[src/rca_consts.vh]
// shared constants for the registered cascadable 16-bit alu
`ifndef RCA_CONSTS_VH
`define RCA_CONSTS_VH

`define RCA_WIDTH 16
`define RCA_AXI_AW 4
`define RCA_AXI_DW 32

// function select codes
`define RCA_FN_CLEAR 3'h0
`define RCA_FN_BMINA 3'h1
`define RCA_FN_AMINB 3'h2
`define RCA_FN_ADD 3'h3
`define RCA_FN_XOR 3'h4
`define RCA_FN_OR 3'h5
`define RCA_FN_AND 3'h6
`define RCA_FN_PRESET 3'h7

// register byte offsets
`define RCA_OFF_CTRL 4'h0
`define RCA_OFF_OPND 4'h4
`define RCA_OFF_CAPT 4'h8
`define RCA_OFF_STAT 4'hc

// control register layout
`define RCA_CTRL_W 9
`define RCA_CTRL_FS_LSB 0
`define RCA_CTRL_FS_MSB 2
`define RCA_CTRL_ASEL 3
`define RCA_CTRL_BSEL 4
`define RCA_CTRL_CIN 5
`define RCA_CTRL_INBYP 6
`define RCA_CTRL_OUTBYP 7
`define RCA_CTRL_SWMODE 8
`define RCA_CTRL_RESET 9'h018

// operand register layout
`define RCA_OPND_A_LSB 0
`define RCA_OPND_A_MSB 15
`define RCA_OPND_B_LSB 16
`define RCA_OPND_B_MSB 31
`define RCA_OPND_RESET 32'h0000_0000

// capture strobe register layout
`define RCA_CAPT_W 3
`define RCA_CAPT_A 0
`define RCA_CAPT_B 1
`define RCA_CAPT_F 2
`define RCA_CAPT_RESET 3'h0

// status register layout
`define RCA_STAT_F_LSB 0
`define RCA_STAT_F_MSB 15
`define RCA_STAT_ZERO 16
`define RCA_STAT_COUT 17
`define RCA_STAT_OVF 18
`define RCA_STAT_GN 19
`define RCA_STAT_PN 20

// axi responses
`define RCA_RESP_OKAY 2'h0
`define RCA_RESP_SLVERR 2'h2

`endif

[src/rca_top_note_end.v]
`timescale 1ns/1ps

[src/rca_hold_reg.v]
// load-enabled holding register with no reset, for operands and result
`timescale 1ns/1ps
`default_nettype none
module rca_hold_reg #(
    parameter WIDTH = 16
) (
    input wire clk_in,
    input wire load_n_in,
    input wire [WIDTH-1:0] d_in,
    output reg [WIDTH-1:0] q_out
);

    // contents are unknown until the first load; there is deliberately no reset
    always @(posedge clk_in) begin
        if (!load_n_in) begin
            q_out <= d_in;
        end
    end

endmodule
`default_nettype wire

[src/rca_alu.v]
// combinational 16-bit alu with look-ahead carry and status
`timescale 1ns/1ps
`default_nettype none
`include "rca_consts.vh"
module rca_alu #(
    parameter WIDTH = 16
) (
    input wire [WIDTH-1:0] op_a_in,
    input wire [WIDTH-1:0] op_b_in,
    input wire [2:0] fsel_in,
    input wire cin_in,
    output reg [WIDTH-1:0] f_out,
    output wire zero_out,
    output wire cout_out,
    output wire ovf_out,
    output wire g_n_out,
    output wire p_n_out
);

    wire [WIDTH-1:0] a_eff;
    wire [WIDTH-1:0] b_eff;
    wire [WIDTH-1:0] bit_g;
    wire [WIDTH-1:0] bit_p;
    wire [WIDTH-1:0] grp_g;
    wire [WIDTH-1:0] grp_p;
    wire [WIDTH-1:0] carry;
    wire [WIDTH-1:0] sum;

    // subtract forms complement one operand before the adder
    assign a_eff = (fsel_in == `RCA_FN_BMINA) ? ~op_a_in : op_a_in;
    assign b_eff = (fsel_in == `RCA_FN_AMINB) ? ~op_b_in : op_b_in;

    genvar i;
    generate
        for (i = 0; i < WIDTH; i = i + 1) begin : g_bit
            assign bit_g[i] = a_eff[i] & b_eff[i];
            assign bit_p[i] = a_eff[i] | b_eff[i];
            if (i == 0) begin : g_lsb
                assign grp_p[i] = bit_p[i];
                assign grp_g[i] = bit_g[i];
                assign carry[i] = cin_in;
            end else begin : g_up
                assign grp_p[i] = bit_p[i] & grp_p[i-1];
                assign grp_g[i] = bit_g[i] | (bit_p[i] & grp_g[i-1]);
                assign carry[i] = grp_g[i-1] | (grp_p[i-1] & cin_in);
            end
            assign sum[i] = a_eff[i] ^ b_eff[i] ^ carry[i];
        end
    endgenerate

    // for logic and init codes these still follow the adder equations; meaningless there
    assign cout_out = grp_g[WIDTH-1] | (grp_p[WIDTH-1] & cin_in);
    assign ovf_out = carry[WIDTH-1] ^ cout_out;
    assign g_n_out = ~grp_g[WIDTH-1];
    assign p_n_out = ~grp_p[WIDTH-1];

    always @* begin
        case (fsel_in)
            `RCA_FN_CLEAR: f_out = {WIDTH{1'b0}};
            `RCA_FN_BMINA: f_out = sum;
            `RCA_FN_AMINB: f_out = sum;
            `RCA_FN_ADD: f_out = sum;
            `RCA_FN_XOR: f_out = op_a_in ^ op_b_in;
            `RCA_FN_OR: f_out = op_a_in | op_b_in;
            `RCA_FN_AND: f_out = op_a_in & op_b_in;
            default: f_out = {WIDTH{1'b1}};
        endcase
    end

    assign zero_out = ~(|f_out);

endmodule
`default_nettype wire

[src/rca_top.v]
// registered cascadable 16-bit alu with pin control and an axi4-lite register port
`timescale 1ns/1ps
`default_nettype none
`include "rca_consts.vh"
module rca_top (
    input wire CORE_CLK_IN,
    input wire ARST_N_IN,
    input wire [`RCA_WIDTH-1:0] A_IN,
    input wire [`RCA_WIDTH-1:0] B_IN,
    input wire [2:0] FUNCTION_SELECT_IN,
    input wire CARRY_IN_IN,
    input wire A_OPERAND_SELECT_IN,
    input wire B_OPERAND_SELECT_IN,
    input wire OPERAND_A_CAPTURE_N_IN,
    input wire OPERAND_B_CAPTURE_N_IN,
    input wire RESULT_CAPTURE_N_IN,
    input wire INPUT_BYPASS_IN,
    input wire OUTPUT_BYPASS_IN,
    input wire OUTPUT_DRIVE_N_IN,
    output wire [`RCA_WIDTH-1:0] RESULT_OUT,
    output wire RESULT_OE_N_OUT,
    output wire ZERO_FLAG_OUT,
    output wire CARRY_OUT_OUT,
    output wire OVERFLOW_FLAG_OUT,
    output wire GENERATE_N_OUT,
    output wire PROPAGATE_N_OUT,
    input wire [`RCA_AXI_AW-1:0] AWADDR_IN,
    input wire [2:0] AWPROT_IN,
    input wire AWVALID_IN,
    output reg AWREADY_OUT,
    input wire [`RCA_AXI_DW-1:0] WDATA_IN,
    input wire [3:0] WSTRB_IN,
    input wire WVALID_IN,
    output reg WREADY_OUT,
    output reg [1:0] BRESP_OUT,
    output reg BVALID_OUT,
    input wire BREADY_IN,
    input wire [`RCA_AXI_AW-1:0] ARADDR_IN,
    input wire [2:0] ARPROT_IN,
    input wire ARVALID_IN,
    output reg ARREADY_OUT,
    output reg [`RCA_AXI_DW-1:0] RDATA_OUT,
    output reg [1:0] RRESP_OUT,
    output reg RVALID_OUT,
    input wire RREADY_IN
);

    // software-visible state
    reg [`RCA_CTRL_W-1:0] ctrl_q;
    reg [`RCA_AXI_DW-1:0] opnd_q;
    reg [`RCA_CAPT_W-1:0] capt_q;

    // write channel holding state
    reg aw_full_q;
    reg w_full_q;
    reg [`RCA_AXI_AW-1:0] awaddr_q;
    reg [`RCA_AXI_DW-1:0] wdata_q;
    reg [3:0] wstrb_q;

    // control and operand sources: pins, or the control, capture and operand registers while software mode is set
    wire sw_mode = ctrl_q[`RCA_CTRL_SWMODE];
    wire [2:0] fsel = sw_mode ? ctrl_q[`RCA_CTRL_FS_MSB:`RCA_CTRL_FS_LSB] : FUNCTION_SELECT_IN;
    wire cin = sw_mode ? ctrl_q[`RCA_CTRL_CIN] : CARRY_IN_IN;
    wire a_sel = sw_mode ? ctrl_q[`RCA_CTRL_ASEL] : A_OPERAND_SELECT_IN;
    wire b_sel = sw_mode ? ctrl_q[`RCA_CTRL_BSEL] : B_OPERAND_SELECT_IN;
    wire in_byp = sw_mode ? ctrl_q[`RCA_CTRL_INBYP] : INPUT_BYPASS_IN;
    wire out_byp = sw_mode ? ctrl_q[`RCA_CTRL_OUTBYP] : OUTPUT_BYPASS_IN;
    wire cap_a_n = sw_mode ? ~capt_q[`RCA_CAPT_A] : OPERAND_A_CAPTURE_N_IN;
    wire cap_b_n = sw_mode ? ~capt_q[`RCA_CAPT_B] : OPERAND_B_CAPTURE_N_IN;
    wire cap_f_n = sw_mode ? ~capt_q[`RCA_CAPT_F] : RESULT_CAPTURE_N_IN;
    wire [`RCA_WIDTH-1:0] a_src = sw_mode ? opnd_q[`RCA_OPND_A_MSB:`RCA_OPND_A_LSB] : A_IN;
    wire [`RCA_WIDTH-1:0] b_src = sw_mode ? opnd_q[`RCA_OPND_B_MSB:`RCA_OPND_B_LSB] : B_IN;

    // datapath
    wire [`RCA_WIDTH-1:0] a_reg;
    wire [`RCA_WIDTH-1:0] b_reg;
    wire [`RCA_WIDTH-1:0] f_reg;
    wire [`RCA_WIDTH-1:0] alu_f;
    wire alu_zero;
    wire alu_cout;
    wire alu_ovf;
    wire alu_g_n;
    wire alu_p_n;

    // shared clock, no reset on any datapath register
    rca_hold_reg #(.WIDTH(`RCA_WIDTH)) u_reg_a (
        .clk_in(CORE_CLK_IN),
        .load_n_in(cap_a_n),
        .d_in(a_src),
        .q_out(a_reg)
    );

    rca_hold_reg #(.WIDTH(`RCA_WIDTH)) u_reg_b (
        .clk_in(CORE_CLK_IN),
        .load_n_in(cap_b_n),
        .d_in(b_src),
        .q_out(b_reg)
    );

    // registers keep loading whatever the bypass state
    wire [`RCA_WIDTH-1:0] a_path = in_byp ? a_src : a_reg;
    wire [`RCA_WIDTH-1:0] b_path = in_byp ? b_src : b_reg;

    // feedback taps the result register, never the pin mux, so accumulation survives output bypass
    wire [`RCA_WIDTH-1:0] op_b = b_sel ? b_path : (a_sel ? {`RCA_WIDTH{1'b0}} : f_reg);
    wire [`RCA_WIDTH-1:0] op_a = (b_sel & ~a_sel) ? {`RCA_WIDTH{1'b0}} : a_path;

    rca_alu #(.WIDTH(`RCA_WIDTH)) u_alu (
        .op_a_in(op_a),
        .op_b_in(op_b),
        .fsel_in(fsel),
        .cin_in(cin),
        .f_out(alu_f),
        .zero_out(alu_zero),
        .cout_out(alu_cout),
        .ovf_out(alu_ovf),
        .g_n_out(alu_g_n),
        .p_n_out(alu_p_n)
    );

    rca_hold_reg #(.WIDTH(`RCA_WIDTH)) u_reg_f (
        .clk_in(CORE_CLK_IN),
        .load_n_in(cap_f_n),
        .d_in(alu_f),
        .q_out(f_reg)
    );

    // result pins are registered unless output bypass is set; flag pins always come straight from the alu
    assign RESULT_OUT = out_byp ? alu_f : f_reg;
    assign RESULT_OE_N_OUT = OUTPUT_DRIVE_N_IN;
    assign ZERO_FLAG_OUT = alu_zero;
    assign CARRY_OUT_OUT = alu_cout;
    assign OVERFLOW_FLAG_OUT = alu_ovf;
    assign GENERATE_N_OUT = alu_g_n;
    assign PROPAGATE_N_OUT = alu_p_n;

    // byte-lane merge for register writes
    function [`RCA_AXI_DW-1:0] merge_bytes;
        input [`RCA_AXI_DW-1:0] old_val;
        input [`RCA_AXI_DW-1:0] new_val;
        input [3:0] strb;
        integer k;
        begin
            merge_bytes = old_val;
            for (k = 0; k < 4; k = k + 1) begin
                if (strb[k]) begin
                    merge_bytes[k*8 +: 8] = new_val[k*8 +: 8];
                end
            end
        end
    endfunction

    // write channel: address and data taken in either order, response after both
    wire aw_take = AWVALID_IN & AWREADY_OUT;
    wire w_take = WVALID_IN & WREADY_OUT;
    wire aw_full_d = aw_full_q | aw_take;
    wire w_full_d = w_full_q | w_take;
    wire do_write = aw_full_d & w_full_d;
    wire [`RCA_AXI_AW-1:0] wr_addr = aw_take ? AWADDR_IN : awaddr_q;
    wire [`RCA_AXI_DW-1:0] wr_data = w_take ? WDATA_IN : wdata_q;
    wire [3:0] wr_strb = w_take ? WSTRB_IN : wstrb_q;
    wire [`RCA_AXI_AW-1:0] wr_word = {wr_addr[`RCA_AXI_AW-1:2], 2'b00};
    wire bvalid_d = do_write | (BVALID_OUT & ~BREADY_IN);

    reg wr_ok;
    reg [`RCA_AXI_DW-1:0] ctrl_wide;
    always @* begin
        ctrl_wide = {{(`RCA_AXI_DW-`RCA_CTRL_W){1'b0}}, ctrl_q};
        if (wr_word == `RCA_OFF_CTRL) begin
            wr_ok = 1'b1;
        end else if (wr_word == `RCA_OFF_OPND) begin
            wr_ok = 1'b1;
        end else if (wr_word == `RCA_OFF_CAPT) begin
            wr_ok = 1'b1;
        end else begin
            wr_ok = 1'b0;
        end
    end

    wire [`RCA_AXI_DW-1:0] ctrl_new = merge_bytes(ctrl_wide, wr_data, wr_strb);

    always @(posedge CORE_CLK_IN or negedge ARST_N_IN) begin
        if (!ARST_N_IN) begin
            aw_full_q <= 1'b0;
            w_full_q <= 1'b0;
            awaddr_q <= {`RCA_AXI_AW{1'b0}};
            wdata_q <= {`RCA_AXI_DW{1'b0}};
            wstrb_q <= 4'h0;
            AWREADY_OUT <= 1'b0;
            WREADY_OUT <= 1'b0;
            BVALID_OUT <= 1'b0;
            BRESP_OUT <= `RCA_RESP_OKAY;
            ctrl_q <= `RCA_CTRL_RESET;
            opnd_q <= `RCA_OPND_RESET;
            capt_q <= `RCA_CAPT_RESET;
        end else begin
            if (aw_take) begin
                awaddr_q <= AWADDR_IN;
            end
            if (w_take) begin
                wdata_q <= WDATA_IN;
                wstrb_q <= WSTRB_IN;
            end
            aw_full_q <= aw_full_d & ~do_write;
            w_full_q <= w_full_d & ~do_write;
            AWREADY_OUT <= ~bvalid_d & ~(aw_full_d & ~do_write);
            WREADY_OUT <= ~bvalid_d & ~(w_full_d & ~do_write);
            BVALID_OUT <= bvalid_d;
            // capture strobes last exactly one cycle
            capt_q <= `RCA_CAPT_RESET;
            if (do_write) begin
                BRESP_OUT <= wr_ok ? `RCA_RESP_OKAY : `RCA_RESP_SLVERR;
                if (wr_word == `RCA_OFF_CTRL) begin
                    ctrl_q <= ctrl_new[`RCA_CTRL_W-1:0];
                end else if (wr_word == `RCA_OFF_OPND) begin
                    opnd_q <= merge_bytes(opnd_q, wr_data, wr_strb);
                end else if (wr_word == `RCA_OFF_CAPT) begin
                    if (wr_strb[0]) begin
                        capt_q <= wr_data[`RCA_CAPT_W-1:0];
                    end
                end
            end
        end
    end

    // read channel: one read in flight, data registered one cycle after the address
    wire ar_take = ARVALID_IN & ARREADY_OUT;
    wire rvalid_d = ar_take | (RVALID_OUT & ~RREADY_IN);
    wire [`RCA_AXI_AW-1:0] rd_word = {ARADDR_IN[`RCA_AXI_AW-1:2], 2'b00};

    reg [`RCA_AXI_DW-1:0] rd_data;
    reg rd_ok;
    always @* begin
        rd_data = {`RCA_AXI_DW{1'b0}};
        rd_ok = 1'b1;
        if (rd_word == `RCA_OFF_CTRL) begin
            rd_data[`RCA_CTRL_W-1:0] = ctrl_q;
        end else if (rd_word == `RCA_OFF_OPND) begin
            rd_data = opnd_q;
        end else if (rd_word == `RCA_OFF_CAPT) begin
            // strobes are write-only and read as zero
            rd_data = {`RCA_AXI_DW{1'b0}};
        end else if (rd_word == `RCA_OFF_STAT) begin
            // flags follow the live alu so software sees them without a capture
            rd_data[`RCA_STAT_F_MSB:`RCA_STAT_F_LSB] = f_reg;
            rd_data[`RCA_STAT_ZERO] = alu_zero;
            rd_data[`RCA_STAT_COUT] = alu_cout;
            rd_data[`RCA_STAT_OVF] = alu_ovf;
            rd_data[`RCA_STAT_GN] = alu_g_n;
            rd_data[`RCA_STAT_PN] = alu_p_n;
        end else begin
            rd_ok = 1'b0;
        end
    end

    always @(posedge CORE_CLK_IN or negedge ARST_N_IN) begin
        if (!ARST_N_IN) begin
            ARREADY_OUT <= 1'b0;
            RVALID_OUT <= 1'b0;
            RDATA_OUT <= {`RCA_AXI_DW{1'b0}};
            RRESP_OUT <= `RCA_RESP_OKAY;
        end else begin
            ARREADY_OUT <= ~rvalid_d;
            RVALID_OUT <= rvalid_d;
            if (ar_take) begin
                RDATA_OUT <= rd_data;
                RRESP_OUT <= rd_ok ? `RCA_RESP_OKAY : `RCA_RESP_SLVERR;
            end
        end
    end

endmodule
`default_nettype wire

[config.mk]
export PLATFORM = sky130hd
export DESIGN_NAME = rca_top
export DESIGN_NICKNAME = d
export VERILOG_FILES = /design/src/rca_top_note_end.v /design/src/rca_hold_reg.v /design/src/rca_alu.v /design/src/rca_top.v
export VERILOG_INCLUDE_DIRS = /design/src
export SDC_FILE = /design/constraint.sdc
export NUM_CORES = 1
export LEC_CHECK = 0
export ABC_AREA = 1
export BUFFER_PORTS_ARGS = -buffer_cell sky130_fd_sc_hd__buf_2
export CAP_MARGIN = 20
export CORE_UTILIZATION = 24
export CTS_CLUSTER_DIAMETER = 100
export DETAILED_ROUTE_END_ITERATION = 16
export HOLD_SLACK_MARGIN = 0.05
export PLACE_DENSITY = 0.51
export REMOVE_ABC_BUFFERS = 1
export SLEW_MARGIN = 5
export SYNTH_ARGS = -nofsm -noshare
export SYNTH_HDL_FRONTEND = slang
export SYNTH_SLANG_ARGS = --single-unit
[constraint.sdc]
create_clock -name CORE_CLK_IN -period 6.1 [get_ports CORE_CLK_IN]
set_input_delay 0.61 -clock CORE_CLK_IN [delete_from_list [all_inputs] [get_ports CORE_CLK_IN]]
set_output_delay 0.61 -clock CORE_CLK_IN [all_outputs]
set_load 0.1 [all_outputs]
---- Yosys cells after proc, flatten, opt, wreduce, memory -nomap -nowiden ----
Cells that the tools add are included.
operators by class
  equality and inequality tests ........... 11
  mux-type cells .......................... 42
  bitwise operators ....................... 177
  reduce and logical (&&, ||, !) cells .... 11
operators with widths
  kind                                                 count
  two-way mux 16 bit                                   10
  one-hot mux 16 bit (5 select lines)                  1
  AND 1 bit                                            73
  two-way mux 32 bit                                   2
  OR 1 bit                                             51
  two-way mux 21 bit                                   2
  XOR 1 bit                                            33
  NOT 16 bit                                           2
  two-way mux 23 bit                                   1
  two-way mux 3 bit                                    6
  AND 16 bit                                           1
  OR 16 bit                                            1
  AND reduction 4 bit                                  4
  OR reduction 16 bit                                  1
  XOR 16 bit                                           1
  two-way mux 1 bit                                    15
  NOT 1 bit                                            15
  equality test 3 bit, second input constant           3
  two-way mux 9 bit                                    1
  logical NOT 4 bit                                    2
  two-way mux 4 bit                                    2
  equality test 2 bit, second input constant           3
  equality test 3 x 2 -> 1 bit, second input constant  2
  AND reduction 3 bit                                  2
  other kinds (5)                                      7
word-level totals
  flip-flop bits (word level) ............. 175
  input port bits ......................... 101
  output and inout port bits .............. 63
  word-level logic and storage cells ...... 265

---- Logic depth before layout (Yosys ltp) ----
  depth after elaboration ................. 44
  depth in mapped cells ................... 41
  mapped depth without buffers ............ 39

---- Cells and area by module ----
A second synthesis with hierarchy kept.
second synthesis, totals
  cells, all modules ...................... 1,359
  area, all modules ....................... 10,480.1 um2
by module, submodules not included
  module        times used  cells each  area each (um2)
  rca_top       1           898         6,500.0
  rca_alu       1           410         2,527.4
  rca_hold_reg  3           17          484.2

---- Worst setup path after synthesis ----
Ideal clock, no wire load.
  kind .................................... input to output
  start point ............................. input FUNCTION_SELECT_IN[2]
  end point ............................... output OVERFLOW_FLAG_OUT
  data arrival time ....................... 6.092 ns
  data required time ...................... 5.490 ns
  slack ................................... -0.602 ns
  cell stages on the path ................. 21
  buffers on the path ..................... 1
  path through ............................ inv_1 > o21ai_1 > inv_1 > nand3_1 > clkbuf_1 > xnor2_1 > inv_1 > ha_1 > nor3_1 > nand3_1 > nor3_1 > nand2_1 > nor2_1 > inv_1 > nor4_1 > nand4_1 > inv_1 > a21oi_1 > inv_1 > nand2_1 > and2_1
on the way
  word-level cells in the longest chain between the ends .. 36
  elaborated cells on any way between the ends .. 87
  those cells by class .................... eq/ne (2); mux (3); bitwise (82)
ends and longest elaborated chain
  item                                                                          RTL line                    RTL
  start: declaration                                                            rca_top.v:10                input wire [2:0] FUNCTION_SELECT_IN,
  two-way mux 3 bit (*)                                                         rca_top.v:62                wire [2:0] fsel = sw_mode ? ctrl_q[`RCA_CTRL_FS_MSB:`RCA_CTRL_FS_LSB] : FUNCTION_SELECT_IN;
  equality test 3 x 1 -> 1 bit or equality test 3 x 2 -> 1 bit (tied branches)  --
  two-way mux 16 bit (on tied branches)                                         rca_alu.v:30, rca_alu.v:31
  OR 1 bit or AND 1 bit (tied branches)                                         rca_alu.v:37, rca_alu.v:36
  AND 1 bit                                                                     rca_alu.v:44                assign grp_g[i] = bit_g[i] | (bit_p[i] & grp_g[i-1]);
  OR 1 bit                                                                      rca_alu.v:44
  AND 1 bit                                                                     rca_alu.v:44
  OR 1 bit                                                                      rca_alu.v:44
  [21 not listed]                                                               --
  OR 1 bit                                                                      rca_alu.v:44
  AND 1 bit                                                                     rca_alu.v:44
  OR 1 bit                                                                      rca_alu.v:44
  AND 1 bit                                                                     rca_alu.v:44
  OR 1 bit                                                                      rca_alu.v:44
  OR 1 bit (*)                                                                  rca_alu.v:52                assign cout_out = grp_g[WIDTH-1] | (grp_p[WIDTH-1] & cin_in);
  net CARRY_OUT_OUT                                                             rca_top.v:23                output wire CARRY_OUT_OUT,
  XOR 1 bit (*)                                                                 rca_alu.v:53                assign ovf_out = carry[WIDTH-1] ^ cout_out;
  end: declaration                                                              rca_top.v:24                output wire OVERFLOW_FLAG_OUT,
The timed path passes the listed nets; every way through them passes the cells marked *.

---- Worst setup path in the final report ----
  start point ............................. register ctrl_q[8]
  end point ............................... output ZERO_FLAG_OUT
on the way
  elaborated cells on any way between the ends .. 166
  those cells by class .................... eq/ne (6); mux (15); bitwise (142); reduce/logical (3)
RTL lines
  item                                     RTL line                    RTL
  start: declaration                       rca_top.v:49                reg [`RCA_CTRL_W-1:0] ctrl_q;
  start signal: assignment                 rca_top.v:193               ctrl_q <= `RCA_CTRL_RESET;
  start signal: assignment                 rca_top.v:214               ctrl_q <= ctrl_new[`RCA_CTRL_W-1:0];
  two-way mux 1 bit                        rca_top.v:64                wire a_sel = sw_mode ? ctrl_q[`RCA_CTRL_ASEL] : A_OPERAND_SELECT_IN;
  NOT 1 bit                                rca_top.v:106               wire [`RCA_WIDTH-1:0] op_a = (b_sel & ~a_sel) ? {`RCA_WIDTH{1'b0}} : a_path;
  AND 1 bit                                rca_top.v:106
  two-way mux 16 bit                       rca_top.v:106
  NOT 16 bit                               rca_alu.v:30                assign a_eff = (fsel_in == `RCA_FN_BMINA) ? ~op_a_in : op_a_in;
  two-way mux 16 bit                       rca_alu.v:30
  OR 1 bit or AND 1 bit (tied branches)    rca_alu.v:37, rca_alu.v:36
  AND 1 bit                                rca_alu.v:44
  [9 not listed]                           --
  AND 1 bit                                rca_alu.v:44
  OR 1 bit                                 rca_alu.v:44
  OR 1 bit                                 rca_alu.v:45                assign carry[i] = grp_g[i-1] | (grp_p[i-1] & cin_in);
  XOR 1 bit                                rca_alu.v:47                assign sum[i] = a_eff[i] ^ b_eff[i] ^ carry[i];
  one-hot mux 16 bit (5 select lines) (*)  rca_alu.v:58                case (fsel_in)
  net alu_f[7]                             rca_top.v:78                wire [`RCA_WIDTH-1:0] alu_f;
  OR reduction 16 bit (*)                  rca_alu.v:70                assign zero_out = ~(|f_out);
  NOT 1 bit (*)                            rca_alu.v:70
  end: declaration                         rca_top.v:22                output wire ZERO_FLAG_OUT,
Marks and branches as above.

==> summary.md <==
| Metric | Value |
|---|---|
| Status | `finished clean` |
| Most frequent cell after synthesis | `nand2_1` |
| Die X | `just over 200 µm` |
| Later-pin clock latency in the skew report | `0.44 ns` |
| TritonCTS clock tree | `yes` |
| Synthesis Warnings | `0` |
| Vias | `8,534` |
| Max-slew violation count | `0` |
| Largest net degree at the start of global routing | `between 60 and 70` |
| Slew @ Worst Pin | `1.05 ns` |
| Drt pass-1 iters | `5` |
| # DRC | `0` |
| Netlist Area Pre-Place | `10,000 µm²` |
| Die Height | `206 µm` |
| Commonest cells post-synth | `nand2_1 (347), inv_1 (213), o21ai_0 (148), dfrtp_1 (121), nor2_1 (74)` |
| Share of cells above drive strength 1 | `between 15 and 20%` |
| Cts repair resizes | `0` |
| Fin crit share | `a little over 90%` |
| CP Launch Type | `flip-flop` |
| Clk pin slew, worst setup/hold paths | `0.06 ns` |
| Post-synthesis cell count | `1,272` |
| Die area | `42,500 µm²` |
| Hold buffer count at CTS | `0` |
| Final ANT Viol Nets | `0` |
| IO buf count | `149` |
| DR vias/cell | `between 4 and 5` |
| Non-Filler Instances | `between 1,500 and 2,000` |
| Placed Area | `~12,000 µm²` |
| Vias in the first global route | `8,217` |
| Worst Path Class, Setup | `flip-flop to primary output` |
| Nature of the critical path endpoint | `primary output` |
| Layout Nets | `1,588` |
| Post-synth top area share | `roughly 30%` |
| Post-Place Cells | `1,934` |
| Wire per inst | `15.5 µm` |
| Starting Density | `24.4%` |
| Slew margin rel. | `29.7%` |
| Most used DFF post-synth | `dfrtp_1` |
| Design Area, Final | `around 12,000 µm²` |
| Clock sinks | `171` |
| Flops & latches, synth | `171` |
| Gr usage total | `between 10% and 20%` |
| Hold Fails Final Rpt | `0` |
| Area contributors post-synth | `dfrtp_1 (30%), edfxtp_1 (14%), nand2_1 (13%), ha_1 (8.0%), inv_1 (8.0%)` |
| Post-CTS Setup Bufs | `0` |
| CTS H-tree depth | `4` |
| Arr. time, crit path | `around 5.0 ns` |
| Fmax | `177 MHz` |
| Max_cap viols | `0` |
| Clock Path Buffers | `2` |
| Fillers | `4,398` |
| Layout area overhead | `24.3%` |
| Netlist cell types | `41` |
| Drt initial violations | `roughly 440` |
| # setup viols final | `0` |
| First-pass GRT wire length | `46,700 µm` |
| Dpl hpwl | `23,900 µm` |
| Routed WL | `~30,000 µm` |
| RSZ-0062 raised after global routing | `true` |
| Initial antenna violation count | `3` |
| Post-layout minimum cycle time | `5.65 ns` |
| Hold WC Path Type | `primary input to async pin` |
| Seq/Total Area, Yosys | `45.2%` |
| Avg Cell Area, Syn | `slightly below 8 µm²` |
| Clock Tree Root | `clkbuf_16` |
| CP Max Fanout | `21` |
| Post-layout util | `between 30% and 40%` |
| Setup Skew | `0.0172 ns` |
| Core Region | `40,900 µm²` |
| Grt ovf | `0` |
| Synth async-reset ratio | `between 70 and 80%` |
| RD Place Congestion | `between 0.8 and 0.9` |
| Post-synth EDFFs | `48` |
| CP required | `5.49 ns` |
| Num rows | `74` |
| Top-Level Pins | `164` |
| Synth area leader | `dfrtp_1` |
| Cts bufs inserted | `17` |
## final timing paths
| kind | startpoint | end | slack [ns] | cells after the start |
|---|---|---|---|---|
| worst max register to register | ctrl_q[8]$_DFFE_PN0P_ | RDATA_OUT[16]$_DFFE_PN0P_ | 1.55 | 26 |
| min in group CORE_CLK_IN | BREADY_IN | BVALID_OUT$_DFF_PN0_ | 0.37 | 2 |
| max in group asynchronous | ARST_N_IN | ctrl_q[8]$_DFFE_PN0P_ | 4.43 | 2 |
| worst max-delay path | ctrl_q[8]$_DFFE_PN0P_ | ZERO_FLAG_OUT | 0.45 | 25 |
| worst min register to register | RVALID_OUT$_DFF_PN0_ | ARREADY_OUT$_DFF_PN0_ | 0.47 | 1 |
| worst min-delay path | ARST_N_IN | wdata_q[23]$_DFF_PN0_ | 0.26 | 1 |
## flip-flops by register name, summed over array words and instances, names as in the netlist
name and count:
u_reg_f.q_out 16, RDATA_OUT 32, w_full_q 1, WREADY_OUT 1
opnd_q 32, RRESP_OUT 1, wdata_q 32, RVALID_OUT 1
aw_full_q 1, BRESP_OUT 1, BVALID_OUT 1, awaddr_q 2
AWREADY_OUT 1, wstrb_q 4, u_reg_a.q_out 16, u_reg_b.q_out 16
ARREADY_OUT 1, ctrl_q 9, capt_q 3
## critical path, stage by stage (launching register included)
cell and delay [ns]:
dfrtp_2 0.48, inv_2 0.08, buf_4 0.25, nand2_1 0.13, nand2_1 0.08, nor2_1 0.09
nor3_1 0.50, xor2_1 0.23, inv_1 0.06, ha_1 0.19, nor3_1 0.34, nand3_1 0.20
nor4_1 0.30, o21ai_0 0.15, nand3b_1 0.13, nand2_1 0.12, inv_1 0.08, nand2_1 0.06
nor2_1 0.10, nand3_1 0.08, nor2_1 0.13, nand3_1 0.09, nor2_1 0.11, nand3_1 0.12
nor3_2 0.27, buf_12 0.21
## placed cells by master, fill, tap and decap left out, types with 9 or more instances in the layout
cell       count
a21oi_1       26
buf_12        21
buf_2        129
buf_4         25
clkbuf_16     20
dfrtp_1      120
edfxtp_1      48
ha_1          64
inv_1        213
nand2_1      346
nand3_1       34
nor2_1        74
nor3_1        11
o211ai_1      17
o21ai_0      139
o21ai_1       14
o221ai_1      10
o22ai_1       10
or2_2          9
xnor2_1       20
xor2_1        12
## logic make-up (layout without fill, tap and decap cells)
logic type      Yosys count  count (layout)  synth area share [%]
compound gates          241             241                  13.5
other cells               1               3                0.0375
xor+xnor                 33              33                  2.89
simple gates            493             493                  19.9
fa+ha+maj                65              65                  8.21
buf+inv                 268             430                  10.2
flops                   171             171                  45.2
## metal layers
layer  share of wire [%]  GRT usage (%)  up-vias
met3                 3.1           2.22       39
met5               0.053              0        -
met4                 2.6           5.65        4
li1                    -              -     4343
met1                  46           18.6     3982
met2                  49           24.5      166
## final cells by class
cell class | count | area (µm²) | share of cell area [%]
Clock buffer | 25 | 559 | 4.50
Sequential cell | 171 | 4520 | 36.4
Timing Repair Buffer | 175 | 1250 | 10.1
Multi-Input combinational cell | 834 | 4520 | 36.3
Clock inverter | 7 | 71.3 | 0.574
Inverter | 223 | 837 | 6.73
Tap cell | 532 | 666 | 5.36
Antenna cell | 1 | 2.50 | 0.0201
## per-stage QoR
| step | setup TNS, ns | setup slack, ns | hold WS (ns) |
|---|---|---|---|
| 2_1_floorplan | -13.53 | -1.95 | 0.314 |
| 3_3_place_gp | 0 | 0.432 | 0.458 |
| 3_5_place_dp | 0 | 0.430 | 0.462 |
| 4_1_cts | 0 | 0.0377 | 0.273 |
| 5_1_grt | -0.00283 | -0.00283 | 0.322 |
| 6_report | 0 | 0.448 | 0.262 |
Power is left out: the tool's default activity adds up to more than one toggle a clock period on the data nets, which glitch-free logic cannot reach.
